File: config.mk
export PLATFORM = sky130hd
export DESIGN_NAME = srg_reset_gen
export DESIGN_NICKNAME = d
export VERILOG_FILES = /design/src/srg_reset_gen.v
export VERILOG_INCLUDE_DIRS = /design/src
export SDC_FILE = /design/constraint.sdc
export NUM_CORES = 1
export LEC_CHECK = 0
export ABC_AREA = 1
export CAP_MARGIN = 0
export CORE_ASPECT_RATIO = 1.1
export CORE_MARGIN = 3
export CORE_UTILIZATION = 40
export CTS_BUF_LIST = sky130_fd_sc_hd__clkbuf_8
export DETAILED_ROUTE_END_ITERATION = 10
export DONT_BUFFER_PORTS = 1
export PLACE_DENSITY = 0.62
export SLEW_MARGIN = 20
export SYNTH_ARGS = -nofsm -noshare
export SYNTH_HDL_FRONTEND = slang
export SYNTH_SLANG_ARGS = --single-unit
File: constraint.sdc
create_clock -name sys_clk -period 1.6 [get_ports sys_clk]
set_input_delay 0.48 -clock sys_clk [delete_from_list [all_inputs] [get_ports sys_clk]]
set_output_delay 0.48 -clock sys_clk [all_outputs]
set_load 0.02 [all_outputs]
File: src/srg_map.vh
// Constants for the supervisory reset generator: timing figures and derived cycle counts.
// Assumes a 40 MHz system clock; times are kept in their own unit next to the derived counts.
`ifndef SRG_MAP_VH
`define SRG_MAP_VH

`define SRG_CLK_PERIOD_PS     25000
// Glitch rejection window on the manual input, in ns.
`define SRG_GLITCH_NS         200
// Delay from the manual input falling to the reset output asserting, in ns.
`define SRG_MAN_DELAY_NS      250
// Least manual pulse that must always give a reset, in ns.
`define SRG_MIN_PULSE_NS      1000
// Least reset timeout, in ms.
`define SRG_TIMEOUT_MS        10
// Level of the internal reset flag while the block itself is in reset.
`define SRG_RESET_ASSERTED    1'b1
// Cycle counts derived from the times above; the timeout is kept within 32 bits.
`define SRG_GLITCH_CYC        ((`SRG_GLITCH_NS * 1000) / `SRG_CLK_PERIOD_PS)
`define SRG_MAN_DELAY_CYC     ((`SRG_MAN_DELAY_NS * 1000) / `SRG_CLK_PERIOD_PS)
`define SRG_TIMEOUT_CYC       ((`SRG_TIMEOUT_MS * 1000000) / (`SRG_CLK_PERIOD_PS / 1000))

`endif

File: src/srg_reset_gen.v
// Supervisory reset generator: supply-low and manual reset causes, glitch filter, timeout.
// Assumes all inputs are synchronous to sys_clk; the supply-low flag comes from an analog comparator.
//
// Function
// - The active-low reset output falls as soon as supply-low appears, or once the manual input has stayed low through the filter delay.
// - The active-high reset output rises under the same causes.
// - Reset stays asserted while any cause is present and then for the full timeout after both clear, as long as clk_en is high.
// - With clk_en high, a held-low manual input asserts reset about 250 ns after its falling edge.
// - Manual low pulses shorter than about 200 ns are ignored; pulses of 1 us or more always reset while clk_en is high.
// - An open manual input reads high through the pull-up and so is inactive.
`timescale 1ns/1ps
`default_nettype none
`include "srg_map.vh"

module srg_reset_gen #(
  parameter integer TIMEOUT_CYC = `SRG_TIMEOUT_CYC,
  parameter integer MAN_DLY_CYC = `SRG_MAN_DELAY_CYC,
  parameter integer CNT_W       = 24
) (
  input  wire sys_clk,
  input  wire rst_b,
  input  wire clk_en,
  input  wire supply_low_in,
  input  wire manual_reset_n_in,
  output wire reset_n_out,
  output wire reset_out
);

  ////////////////////////////////////////////////////////////////////////////////
  // State codes of the sequencer.
  localparam [1:0] ST_ASSERT  = 2'h0;
  localparam [1:0] ST_TIMEOUT = 2'h1;
  localparam [1:0] ST_RUN     = 2'h2;

  // Limits are held at the width of their counters, so that no compare pads or drops bits.
  // MAN_DLY_CYC must lie between the glitch window in cycles and 256.
  localparam [31:0]      TMO_LAST_W = TIMEOUT_CYC - 1;
  localparam [31:0]      MAN_LAST_W = MAN_DLY_CYC - 1;
  localparam [CNT_W-1:0] TMO_LAST   = TMO_LAST_W[CNT_W-1:0];
  localparam [CNT_W-1:0] TMO_ZERO   = {CNT_W{1'b0}};
  localparam [CNT_W-1:0] TMO_ONE    = {{(CNT_W-1){1'b0}}, 1'b1};
  localparam [7:0]       MAN_LAST   = MAN_LAST_W[7:0];
  localparam [7:0]       MAN_ZERO   = 8'h00;
  localparam [7:0]       MAN_ONE    = 8'h01;

  // True in every state that keeps the outputs asserted.
  function holds_reset;
    input [1:0] st;
    begin
      holds_reset = (st != ST_RUN);
    end
  endfunction

  // A cause is present while supply is low or the filtered manual input is active.
  function cause_of;
    input supply_low;
    input man_active;
    begin
      cause_of = supply_low | man_active;
    end
  endfunction

  // True once the timeout counter has counted its last cycle.
  function tmo_expired;
    input [CNT_W-1:0] cnt;
    begin
      tmo_expired = (cnt >= TMO_LAST);
    end
  endfunction

  // True once the manual input has been low for the full filter length.
  function man_expired;
    input [7:0] cnt;
    begin
      man_expired = (cnt >= MAN_LAST);
    end
  endfunction

  ////////////////////////////////////////////////////////////////////////////////
  // Registers and their next values.
  reg  [1:0]       state_ff;
  reg  [1:0]       nxt_state;
  reg  [CNT_W-1:0] tmo_cnt_ff;
  reg  [CNT_W-1:0] nxt_tmo_cnt;
  reg  [7:0]       man_cnt_ff;
  reg  [7:0]       nxt_man_cnt;
  reg              man_act_ff;
  reg              nxt_man_act;
  reg              rst_ff;
  reg              nxt_rst;
  wire             man_low;
  wire             cause;
  wire             assert_any;

  ////////////////////////////////////////////////////////////////////////////////
  // Manual input filter. Low must persist MAN_DLY_CYC sampled cycles, which is longer
  // than the glitch window, so shorter pulses never reach the outputs.
  assign man_low = (manual_reset_n_in == 1'b0);

  always @* begin
    nxt_man_cnt = man_cnt_ff;
    nxt_man_act = man_act_ff;
    if (!man_low) begin
      nxt_man_cnt = MAN_ZERO;
      nxt_man_act = 1'b0;
    end else if (man_expired(man_cnt_ff)) begin
      nxt_man_act = 1'b1;
    end else begin
      nxt_man_cnt = man_cnt_ff + MAN_ONE;
    end
  end

  always @(posedge sys_clk or negedge rst_b) begin
    if (!rst_b) begin
      man_cnt_ff <= MAN_ZERO;
    end else if (clk_en) begin
      man_cnt_ff <= nxt_man_cnt;
    end
  end

  always @(posedge sys_clk or negedge rst_b) begin
    if (!rst_b) begin
      man_act_ff <= 1'b0;
    end else if (clk_en) begin
      man_act_ff <= nxt_man_act;
    end
  end

  // Either cause alone keeps the sequencer in its assert state.
  assign cause = cause_of(supply_low_in, man_act_ff);

  ////////////////////////////////////////////////////////////////////////////////
  // Sequencer: assert while a cause stands, then count the full timeout with no cause.
  // A cause seen during the count sends it back, so the count always starts from zero.
  always @* begin
    nxt_state   = state_ff;
    nxt_tmo_cnt = tmo_cnt_ff;
    case (state_ff)
      // Held here while any cause is present.
      ST_ASSERT: begin
        nxt_tmo_cnt = TMO_ZERO;
        if (!cause) begin
          nxt_state = ST_TIMEOUT;
        end
      end

      // Counting the timeout; reset is still asserted.
      ST_TIMEOUT: begin
        if (cause) begin
          nxt_state   = ST_ASSERT;
          nxt_tmo_cnt = TMO_ZERO;
        end else if (tmo_expired(tmo_cnt_ff)) begin
          nxt_state = ST_RUN;
        end else begin
          nxt_tmo_cnt = tmo_cnt_ff + TMO_ONE;
        end
      end

      // Reset released; any cause asserts it again.
      ST_RUN: begin
        nxt_tmo_cnt = TMO_ZERO;
        if (cause) begin
          nxt_state = ST_ASSERT;
        end
      end

      default: begin
        nxt_state   = ST_ASSERT;
        nxt_tmo_cnt = TMO_ZERO;
      end
    endcase
  end

  always @* begin
    nxt_rst = holds_reset(nxt_state);
  end

  ////////////////////////////////////////////////////////////////////////////////
  // State registers; all of them hold still while clk_en is low.
  always @(posedge sys_clk or negedge rst_b) begin
    if (!rst_b) begin
      state_ff <= ST_ASSERT;
    end else if (clk_en) begin
      state_ff <= nxt_state;
    end
  end

  always @(posedge sys_clk or negedge rst_b) begin
    if (!rst_b) begin
      tmo_cnt_ff <= TMO_ZERO;
    end else if (clk_en) begin
      tmo_cnt_ff <= nxt_tmo_cnt;
    end
  end

  always @(posedge sys_clk or negedge rst_b) begin
    if (!rst_b) begin
      rst_ff <= `SRG_RESET_ASSERTED;
    end else if (clk_en) begin
      rst_ff <= nxt_rst;
    end
  end

  ////////////////////////////////////////////////////////////////////////////////
  // Outputs. The cause also asserts them combinationally, so that the assert path adds
  // no clock of latency; the release comes from the registered flag, except with clk_en low and the flag clear, when it follows the cause alone.
  assign assert_any  = rst_ff | cause;
  assign reset_out   = assert_any;
  assign reset_n_out = ~assert_any;

endmodule
`default_nettype wire

## Word-level counts from Yosys, hierarchy flattened

Index checks and enable logic that the tools add are counted.

- Add/subtract/negate cells: 2
- Multiply operators: 0
- Divide/modulo/power cells: 0
- Magnitude comparators: 2
- Equality and inequality tests: 5
- Shift operators: 0
- Muxes and demuxes: 12
- Bitwise operators: 3
- Reductions and logical operators: 5

Operator list:

| cell | number |
|---|---|
| two-way mux 24 bit | 3 |
| adder 24 x 1 -> 24 bit (second input constant) | 1 |
| greater-or-equal comparator 24 x 19 -> 1 bit (second input constant) | 1 |
| two-way mux 8 bit | 2 |
| adder 8 x 1 -> 8 bit (second input constant) | 1 |
| greater-or-equal comparator 8 x 4 -> 1 bit (second input constant) | 1 |
| two-way mux 2 bit | 4 |
| case mux 2 bit (3 select lines) | 1 |
| AND reduction 2 bit | 3 |
| != test 2 bit (second input constant) | 2 |
| != test 3 bit (second input constant) | 1 |
| == test 2 x 1 -> 1 bit (second input constant) | 1 |
| == test 2 bit (second input constant) | 1 |
| logical NOT 2 bit | 1 |
| two-way mux 1 bit | 2 |
| bitwise OR 1 bit | 2 |
| nonzero test 2 bit | 1 |
| inverter 1 bit | 1 |

- Bits in registers: 36
- Bits in latches: 0
- RAM bits: 0
- Bits in read-only memories: 0
- Input bits: 5
- Output and inout port bits: 2
- Word-level logic and storage cells: 34
- Memories kept: 0

## Depth between registers and ports, before layout

Gate-level depths: netlist of run 1.

- Depth in word-level cells: 5
- Mapped depth: 11
- Mapped depth without buffers: 11

## Worst setup path after synthesis of run 1

OpenSTA, ideal clock, no wires.

- Path type: input port to output port
- Start: in supply_low_in
- End: out reset_out
- Arrival: 1.465 ns
- Data required time: 1.120 ns
- Path slack: -0.345 ns
- Stages on the path: 5
- Buffers on the path: 1
- Cell sequence: nor2_4 inv_2 clkbuf_1 nor2_1 inv_1

- Cells in the longest elaborated chain, start to end: 2

Ends and longest elaborated chain:

| element | line | RTL |
|---|---|---|
| start: declaration | srg_reset_gen.v:23 | `input wire supply_low_in,` |
| bitwise OR 1 bit | srg_reset_gen.v:59 | `cause_of = supply_low \| man_active;` |
| bitwise OR 1 bit | srg_reset_gen.v:207 | `assign assert_any = rst_ff \| cause;` |
| end: declaration | srg_reset_gen.v:26 | `output wire reset_out` |

No other way between the ends.

## Worst setup path in the final report of run 1

- Start: reg man_act_ff
- End: out reset_n_out

- Cells in the longest elaborated chain, start to end: 3

Ends and longest elaborated chain:

| element | line | RTL |
|---|---|---|
| start: declaration | srg_reset_gen.v:87 | `reg man_act_ff;` |
| start signal: assignment | srg_reset_gen.v:125 | `man_act_ff <= nxt_man_act;` |
| bitwise OR 1 bit | srg_reset_gen.v:59 |  |
| bitwise OR 1 bit | srg_reset_gen.v:207 |  |
| inverter 1 bit | srg_reset_gen.v:209 | `assign reset_n_out = ~assert_any;` |
| end: declaration | srg_reset_gen.v:25 | `output wire reset_n_out,` |

No other way between the ends.

==> results of run 1 <==
flip-flops by register name, indices dropped and copies added (netlist names):
signal	count
man_act_ff	1
man_cnt_ff	8
state_ff	2
rst_ff	1
tmo_cnt_ff	24
final timing paths:
check,from,to,slack (ps),cells past startpoint
worst max-delay path,man_act_ff,reset_n_out,0.4,4
worst min-delay path,rst_b,tmo_cnt_ff[12],10,1
worst max register to register,tmo_cnt_ff[1],tmo_cnt_ff[2],0.4,10
worst min register to register,rst_ff,rst_ff,490,2
max in group asynchronous,rst_b,tmo_cnt_ff[3],1390,1
min in group sys_clk,clk_en,state_ff[0],290,1
cells by family after synthesis:
group | share of synthesized area [%]
simple gates | 42.93
buf+inv | 9.911
flops | 40.14
compound gates | 2.840
xor+xnor | 1.949
fa+ha+maj | 2.227
power by group through the flow:
stage          clock network [mW]  logic (mW)  registers, mW
2_1_floorplan                   0       0.162          0.972
3_3_place_gp                    0       0.209          0.972
3_5_place_dp                    0       0.212          0.973
4_1_cts                     0.845       0.239          0.954
5_1_grt                     0.882       0.326          0.959
6_report                    0.814       0.294          0.957
cell usage after synthesis:
cell type,instances
sky130_fd_sc_hd__nand2_1,98
sky130_fd_sc_hd__nor2_1,52
sky130_fd_sc_hd__nand3_1,42
sky130_fd_sc_hd__dfrtp_1,35
sky130_fd_sc_hd__inv_1,35
sky130_fd_sc_hd__nor3_1,8
sky130_fd_sc_hd__o21ai_0,6
sky130_fd_sc_hd__buf_6,5
sky130_fd_sc_hd__nand4_1,5
sky130_fd_sc_hd__a21oi_1,4
sky130_fd_sc_hd__ha_1,4
sky130_fd_sc_hd__nor4_1,4
sky130_fd_sc_hd__xor2_1,4
sky130_fd_sc_hd__clkbuf_1,3
sky130_fd_sc_hd__inv_2,3
sky130_fd_sc_hd__nand2_2,2
sky130_fd_sc_hd__nand3_2,2
sky130_fd_sc_hd__nor2_2,2
sky130_fd_sc_hd__nor2_4,2
sky130_fd_sc_hd__a21oi_2,1
sky130_fd_sc_hd__and2_1,1
sky130_fd_sc_hd__buf_2,1
sky130_fd_sc_hd__buf_4,1
sky130_fd_sc_hd__dfstp_2,1
sky130_fd_sc_hd__nand2_4,1
sky130_fd_sc_hd__nor3_2,1
sky130_fd_sc_hd__o21ai_1,1
sky130_fd_sc_hd__xnor2_1,1
worst max-delay path, delay by kind of cell, from the launching register on:
| kind | cells | cell delay, ps |
|---|---|---|
| buffers and inverters | 2 | 180 |
| AND/OR/NAND/NOR | 2 | 240 |
| flip-flops | 1 | 410 |
per-stage QoR:
stage / util, % / instance area, sq um
floorplan: - / 2265
global placement: 45.76 / 2469
detailed placement: 45.76 / 2469
CTS: 48.24 / 2603
global route: 55.59 / 2999
finish: 55.59 / 2999
routing by layer:
| metal | track usage (%) | wire length (um) | up-vias |
|---|---|---|---|
| li1 | - | - | 1110 |
| met1 | 23.92 | 2652 | 1031 |
| met2 | 28.83 | 2954 | 55 |
| met3 | 2.682 | 209 | 15 |
| met4 | 5.825 | 114 | 0 |
| met5 | 0 | 0 | - |
repair_timing:
item / 4_1_cts / 5_1_grt
gates resized for setup: 1 / 58
pin swaps: 1 / 21
buffers inserted: 0 / 11
hold endpoints to repair: 35 / 0
cloned: 0 / 4
hold buffers: 1 / 0
setup endpoints to repair: 2 / 35
area by class of cell:
cell class | count | area (sq um) | area share, %
Sequential cell | 36 | 904.6 | 30.16
Tap cell | 75 | 93.84 | 3.129
Clock buffer | 5 | 68.82 | 2.295
Multi-Input combinational cell | 242 | 1368 | 45.60
Inverter | 38 | 145.1 | 4.839
Timing Repair Buffer | 40 | 376.6 | 12.56
Clock inverter | 3 | 42.54 | 1.418
==> impl_metrics.env, run 1 <==
export IMPL_place_detailed_instances=415
export IMPL_die_width_um=77.47
export IMPL_gr_total_overflow=0
export IMPL_yosysTopAreaCell="sky130_fd_sc_hd__dfrtp_1"
export IMPL_timing_max_cap_violations=0
export IMPL_cpMostUsedCell="sky130_fd_sc_hd__nor2_4"
export IMPL_cts_htree_levels=2
export IMPL_result_of_the_run="completed"
export IMPL_final_net_count=372
export IMPL_clk_pin_slew_worst_paths_ps=80
export IMPL_worstPathCellList="nor2_4, inv_4, nor2_4, buf_12"
export IMPL_n_antenna_cell=0
export IMPL_p_sw_mw=0.5628
export IMPL_final_report_setup_violation_count=0
export IMPL_grt_pass1_vias=2037
export IMPL_grt_setup_unrepaired="yes"
export IMPL_timing_setup_tns_ps=0
export IMPL_drive_gt1_share_pct=30.49
export IMPL_ctsLongestPathBuffers=2
export IMPL_critical_path_required_ps=1120
export IMPL_final_hold_worst_slack_ps=9.981
export IMPL_synth_yosys_warnings=0
export IMPL_cts_sink_count=36
export IMPL_power_share_combinational_pct=14.2
export IMPL_die_h_um=84.61
export IMPL_clkPwrFrac_pct=39.4
export IMPL_detailedPlacementHpwl_um=3650
export IMPL_synth_area_leaders="sky130_fd_sc_hd__dfrtp_1, sky130_fd_sc_hd__nand2_1, sky130_fd_sc_hd__nand3_1"
export IMPL_antenna_found_initial=0
export IMPL_grt_first_pass_wirelength_um=9328
export IMPL_leakage_nw=1.372
export IMPL_timing_slew_headroom_pct=81.21
export IMPL_rows=28
export IMPL_power_per_cell_area_nw_per_um2=688.3
export IMPL_route_detailed_wl_per_inst_um=13.51
export IMPL_layout_min_cycle_time_ps=1600
export IMPL_vias_per_cell=5.036
export IMPL_routed_via_count=2211
export IMPL_port_buffers=0
export IMPL_synthesis_nets=334
export IMPL_area_share_of_the_largest_cell_type_after_synthesis_pct=38.98
export IMPL_synthDistinctLibCells=28
export IMPL_design_power_total_mw=2.064
export IMPL_min_period_over_period_pct=99.98
export IMPL_route_final_wire_length_um=5929
export IMPL_timing_critical_path_from_type="flop"
export IMPL_post_place_worst_slack_ps=26.66
export IMPL_grt_max_degree=36
export IMPL_postSynthAreaPerCell_sq_um=6.914
export IMPL_synthToLayoutAreaGrowth_pct=33.46
export IMPL_synth_seq_area_share_pct=40.14
export IMPL_critical_path_endpoint_type="output port"
export IMPL_most_common_layout_cells="sky130_fd_sc_hd__nand2_1, sky130_fd_sc_hd__nor2_1, sky130_fd_sc_hd__buf_4"
export IMPL_n_fill_cell=518
export IMPL_part_of_the_power_in_registers_pct=46.4
export IMPL_clock_root_buffer="sky130_fd_sc_hd__clkbuf_8"
export IMPL_mostFrequentLayoutCell="sky130_fd_sc_hd__nand2_1"
export IMPL_peak_supply_drop_uv=496.9
export IMPL_first_pass_iteration_count_of_the_detailed_router=4
export IMPL_power_switching_fraction_pct=27.26
export IMPL_hold_path_class="input pin to async pin"
export IMPL_tightestPinTransition_ps=279.2
export IMPL_core_sq_um=5395
export IMPL_initial_core_util_pct=41.65
export IMPL_slew_viol_final=0
export IMPL_netlist_area_before_placement_sq_um=2247
export IMPL_worst_endpoint_arrival_ps=1120
export IMPL_fin_worst_skew_ps=9.276
export IMPL_floorplan_die_area_sq_um=6554
export IMPL_timing_critical_path_slowest_stage_cell="sky130_fd_sc_hd__dfrtp_1"
export IMPL_gp_congestion=0.9551
export IMPL_drt_iter0_drc=158
export IMPL_num_ports=7
export IMPL_tritoncts="done"
export IMPL_timing_hold_violations_final=0
export IMPL_upper_clock_frequency_limit_mhz=625.2
export IMPL_worst_setup_path_type="flop to output port"
export IMPL_drcViolationCount=0
export IMPL_critPathMaxStageDelay_ps=410
export IMPL_synth_seq_cells=36
export IMPL_globalRouteTotalUtil_pct=17.64
export IMPL_cts_buffers_inserted=5
export IMPL_critPathMaxFanout=4
export IMPL_ant_nets=0
export IMPL_p_int_mw=1.502
export IMPL_number_of_instances_in_the_synthesized_netlist=325
export IMPL_insertion_delay_of_the_later_clocked_pin_in_the_worst_skew_pair_ps=300
export IMPL_worst_slack_ps=0.3924
export IMPL_final_cells=439
(Power assumes the default switching activity.)
==> run 2, diff against run 1 <==
--- a/config.mk
+++ b/config.mk
@@ -14,6 +14,7 @@
 export CTS_BUF_LIST = sky130_fd_sc_hd__clkbuf_8
 export DETAILED_ROUTE_END_ITERATION = 10
 export DONT_BUFFER_PORTS = 1
+export GPL_TIMING_DRIVEN = 0
 export PLACE_DENSITY = 0.62
 export SLEW_MARGIN = 20
 export SYNTH_ARGS = -nofsm -noshare
==> constraint.sdc (replaced) <==
create_clock -name sys_clk -period 1.4 [get_ports sys_clk]
set_input_delay 0.42 -clock sys_clk [delete_from_list [all_inputs] [get_ports sys_clk]]
set_output_delay 0.42 -clock sys_clk [all_outputs]
set_load 0.02 [all_outputs]
==> run 2 against run 1 <==
  * The flow now finishes with violations (negative setup slack)
  * Flip-flop and latch count did not move
  * Sequential share of layout area fell by 3.4 points
  * Clock skew fell by 3.3 ps
  * Largest cell class unchanged
  * Combinational power rose by 73%
  * Setup slack got worse by 330 ps
  * Cell count rose by 4.6%
  * Worst hold slack improved by 330 ps
  * Core utilization rose by 7.5 points
  * Die area did not move
  * Non-clock buffer count rose by 21
==> impl_metrics.env, run 2 (synthesized netlist as in run 1, its figures left out) <==
export IMPL_power_switching_fraction_pct=28.32
export IMPL_hp_start="manual_reset_n_in"
export IMPL_insertion_delay_of_the_later_clocked_pin_in_the_worst_skew_pair_ps=300
export IMPL_cpMostUsedCell="sky130_fd_sc_hd__nor2_4"
export IMPL_drcViolationCount=0
export IMPL_grt_setup_unrepaired="yes"
export IMPL_n_fill_cell=468
export IMPL_port_buffers=0
export IMPL_leakage_nw=1.571
export IMPL_routed_via_count=2344
export IMPL_fin_worst_skew_ps=5.996
export IMPL_grt_pass1_vias=2292
export IMPL_p_int_mw=1.829
export IMPL_route_final_wire_length_um=6607
export IMPL_post_place_worst_slack_ps=-316.3
export IMPL_cts_htree_levels=2
export IMPL_critPathMaxStageDelay_ps=410
export IMPL_n_antenna_cell=0
export IMPL_timing_hold_violations_final=0
export IMPL_critPathMaxFanout=2
export IMPL_die_h_um=84.61
export IMPL_regToRegSetupSlack_ps=-200
export IMPL_vias_per_cell=5.107
export IMPL_biggestRegsByFlops="tmo_cnt_ff: 24 flops, man_cnt_ff: 8 flops, state_ff: 2 flops"
export IMPL_clkPwrFrac_pct=36.9
export IMPL_mostFrequentLayoutCell="sky130_fd_sc_hd__nand2_1"
export IMPL_violations="negative setup slack"
export IMPL_antenna_found_initial=0
export IMPL_worstHoldPathCells=3
export IMPL_hold_path_class="input pin to flop"
export IMPL_largest_register="tmo_cnt_ff"
export IMPL_grt_first_pass_wirelength_um=10470
export IMPL_ant_nets=0
export IMPL_globalRouteTotalUtil_pct=20.08
export IMPL_crit_family="flip-flops"
export IMPL_timing_max_cap_violations=0
export IMPL_path_depth=5
export IMPL_worstPathCellList="nor2_4, inv_4, clkbuf_16, nor2_4, inv_2"
export IMPL_detailedPlacementHpwl_um=3684
export IMPL_min_period_over_period_pct=123.2
export IMPL_rows=28
export IMPL_flip_flop_count_of_the_largest_register_after_layout=24
export IMPL_grt_max_degree=37
export IMPL_first_pass_iteration_count_of_the_detailed_router=4
export IMPL_initial_core_util_pct=41.65
export IMPL_most_common_layout_cells="sky130_fd_sc_hd__nand2_1, sky130_fd_sc_hd__buf_4, sky130_fd_sc_hd__nand2_2"
export IMPL_power_per_cell_area_nw_per_um2=749.7
export IMPL_timing_slew_headroom_pct=65.70
export IMPL_path_buf_inv=3
export IMPL_number_of_cells_on_the_worst_reg_to_reg_path=10
export IMPL_crit_path_start="man_act_ff"
export IMPL_drt_iter0_drc=150
export IMPL_finish_utilization_pct=63.08
export IMPL_timing_critical_path_from_type="flop"
export IMPL_clock_root_buffer="sky130_fd_sc_hd__clkbuf_8"
export IMPL_part_of_the_power_in_registers_pct=43.2
export IMPL_route_detailed_wl_per_inst_um=14.39
export IMPL_final_report_setup_violation_count=32
export IMPL_tritoncts="done"
export IMPL_power_share_combinational_pct=19.9
export IMPL_fin_area_sq_um=3403
export IMPL_post_dp_cell_area_sq_um=2404
export IMPL_slew_viol_final=0
export IMPL_p_sw_mw=0.7225
export IMPL_gp_congestion=0.8834
export IMPL_worst_endpoint_arrival_ps=1310
export IMPL_worst_setup_path_type="flop to output port"
export IMPL_worst_r2r_startpoint="tmo_cnt_ff[8]"
export IMPL_core_sq_um=5395
export IMPL_critical_path_required_ps=980
export IMPL_ctsLongestPathBuffers=2
export IMPL_synthToLayoutAreaGrowth_pct=51.45
export IMPL_clk_pin_slew_worst_paths_ps=80
export IMPL_cts_sink_count=36
export IMPL_critical_path_endpoint_type="output port"
export IMPL_layout_min_cycle_time_ps=1725
export IMPL_cts_buffers_inserted=5
export IMPL_timing_setup_tns_ps=-4573
export IMPL_floorplan_die_area_sq_um=6554
export IMPL_final_net_count=392
export IMPL_num_ports=7
export IMPL_peak_supply_drop_uv=662.6
export IMPL_result_of_the_run="complete, but fails checks"
export IMPL_gr_total_overflow=0
export IMPL_worst_slack_ps=-325.4
export IMPL_upper_clock_frequency_limit_mhz=579.6
export IMPL_timing_critical_path_slowest_stage_cell="sky130_fd_sc_hd__dfrtp_1"
export IMPL_drive_gt1_share_pct=46.61
export IMPL_tightestPinTransition_ps=514.5
export IMPL_design_power_total_mw=2.552
export IMPL_die_width_um=77.47
## run 2: power by group through the flow
stage               Combinational, mW  Clock, mW  Sequential [mW]
floorplan                       0.191          0             1.11
global placement                0.242          0             1.12
detailed placement              0.244          0             1.12
CTS                             0.452      0.954             1.10
global route                    0.555       1.01             1.10
finish                          0.508      0.941             1.10
## run 2: area by class of cell
class | count | area, sq um | share of cell area [%]
Buffer | 7 | 86.33 | 2.537
Clock inverter | 3 | 42.54 | 1.250
Tap cell | 75 | 93.84 | 2.757
Multi-Input combinational cell | 241 | 1546 | 45.44
Sequential cell | 36 | 910.9 | 26.76
Inverter | 38 | 145.1 | 4.265
Timing Repair Buffer | 54 | 509.2 | 14.96
Clock buffer | 5 | 68.82 | 2.022
## run 2: per-stage QoR
stage | hold WS (ps) | instances
global route | 338.6 | 459
detailed placement | 125.5 | 400
CTS | 303.9 | 445
floorplan | 124.4 | 325
finish | 336.0 | 459
global placement | 125.5 | 400
## run 2: path summary, 6_finish.rpt
kind / to
max: reset_out
min: man_cnt_ff[0]
max reg2reg: tmo_cnt_ff[2]
min reg2reg: rst_ff
max in group asynchronous: rst_ff
min in group asynchronous: tmo_cnt_ff[10]
## run 2: per-layer routing
| layer | vias to the layer above | GRT usage [%] | routed length (um) | part of all wire [%] |
|---|---|---|---|---|
| met5 | - | 0 | 0 | 0 |
| met4 | 0 | 8.252 | 196 | 3.0 |
| met3 | 17 | 4.185 | 378 | 5.7 |
| met2 | 61 | 36.14 | 3471 | 53 |
| met1 | 1129 | 22.98 | 2560 | 39 |
| li1 | 1137 | - | - | - |
## run 2: what timing repair did
| action | 4_1_cts | 5_1_grt |
|---|---|---|
| hold endpoints to repair | 36 | 0 |
| resized for setup | 67 | 74 |
| pin swaps | 25 | 39 |
| gates cloned | 3 | 1 |
| hold buffers | 2 | 0 |
| setup buffers | 34 | 20 |
| setup endpoints to repair | 37 | 38 |
## run 2: tightest hold or removal path, delay by kind of cell
| kind | cells | cell delay [ps] |
|---|---|---|
| AOI/OAI and AO/OA | 1 | 40 |
| buffers and inverters | 1 | 60 |
| and+or+nand+nor | 1 | 80 |
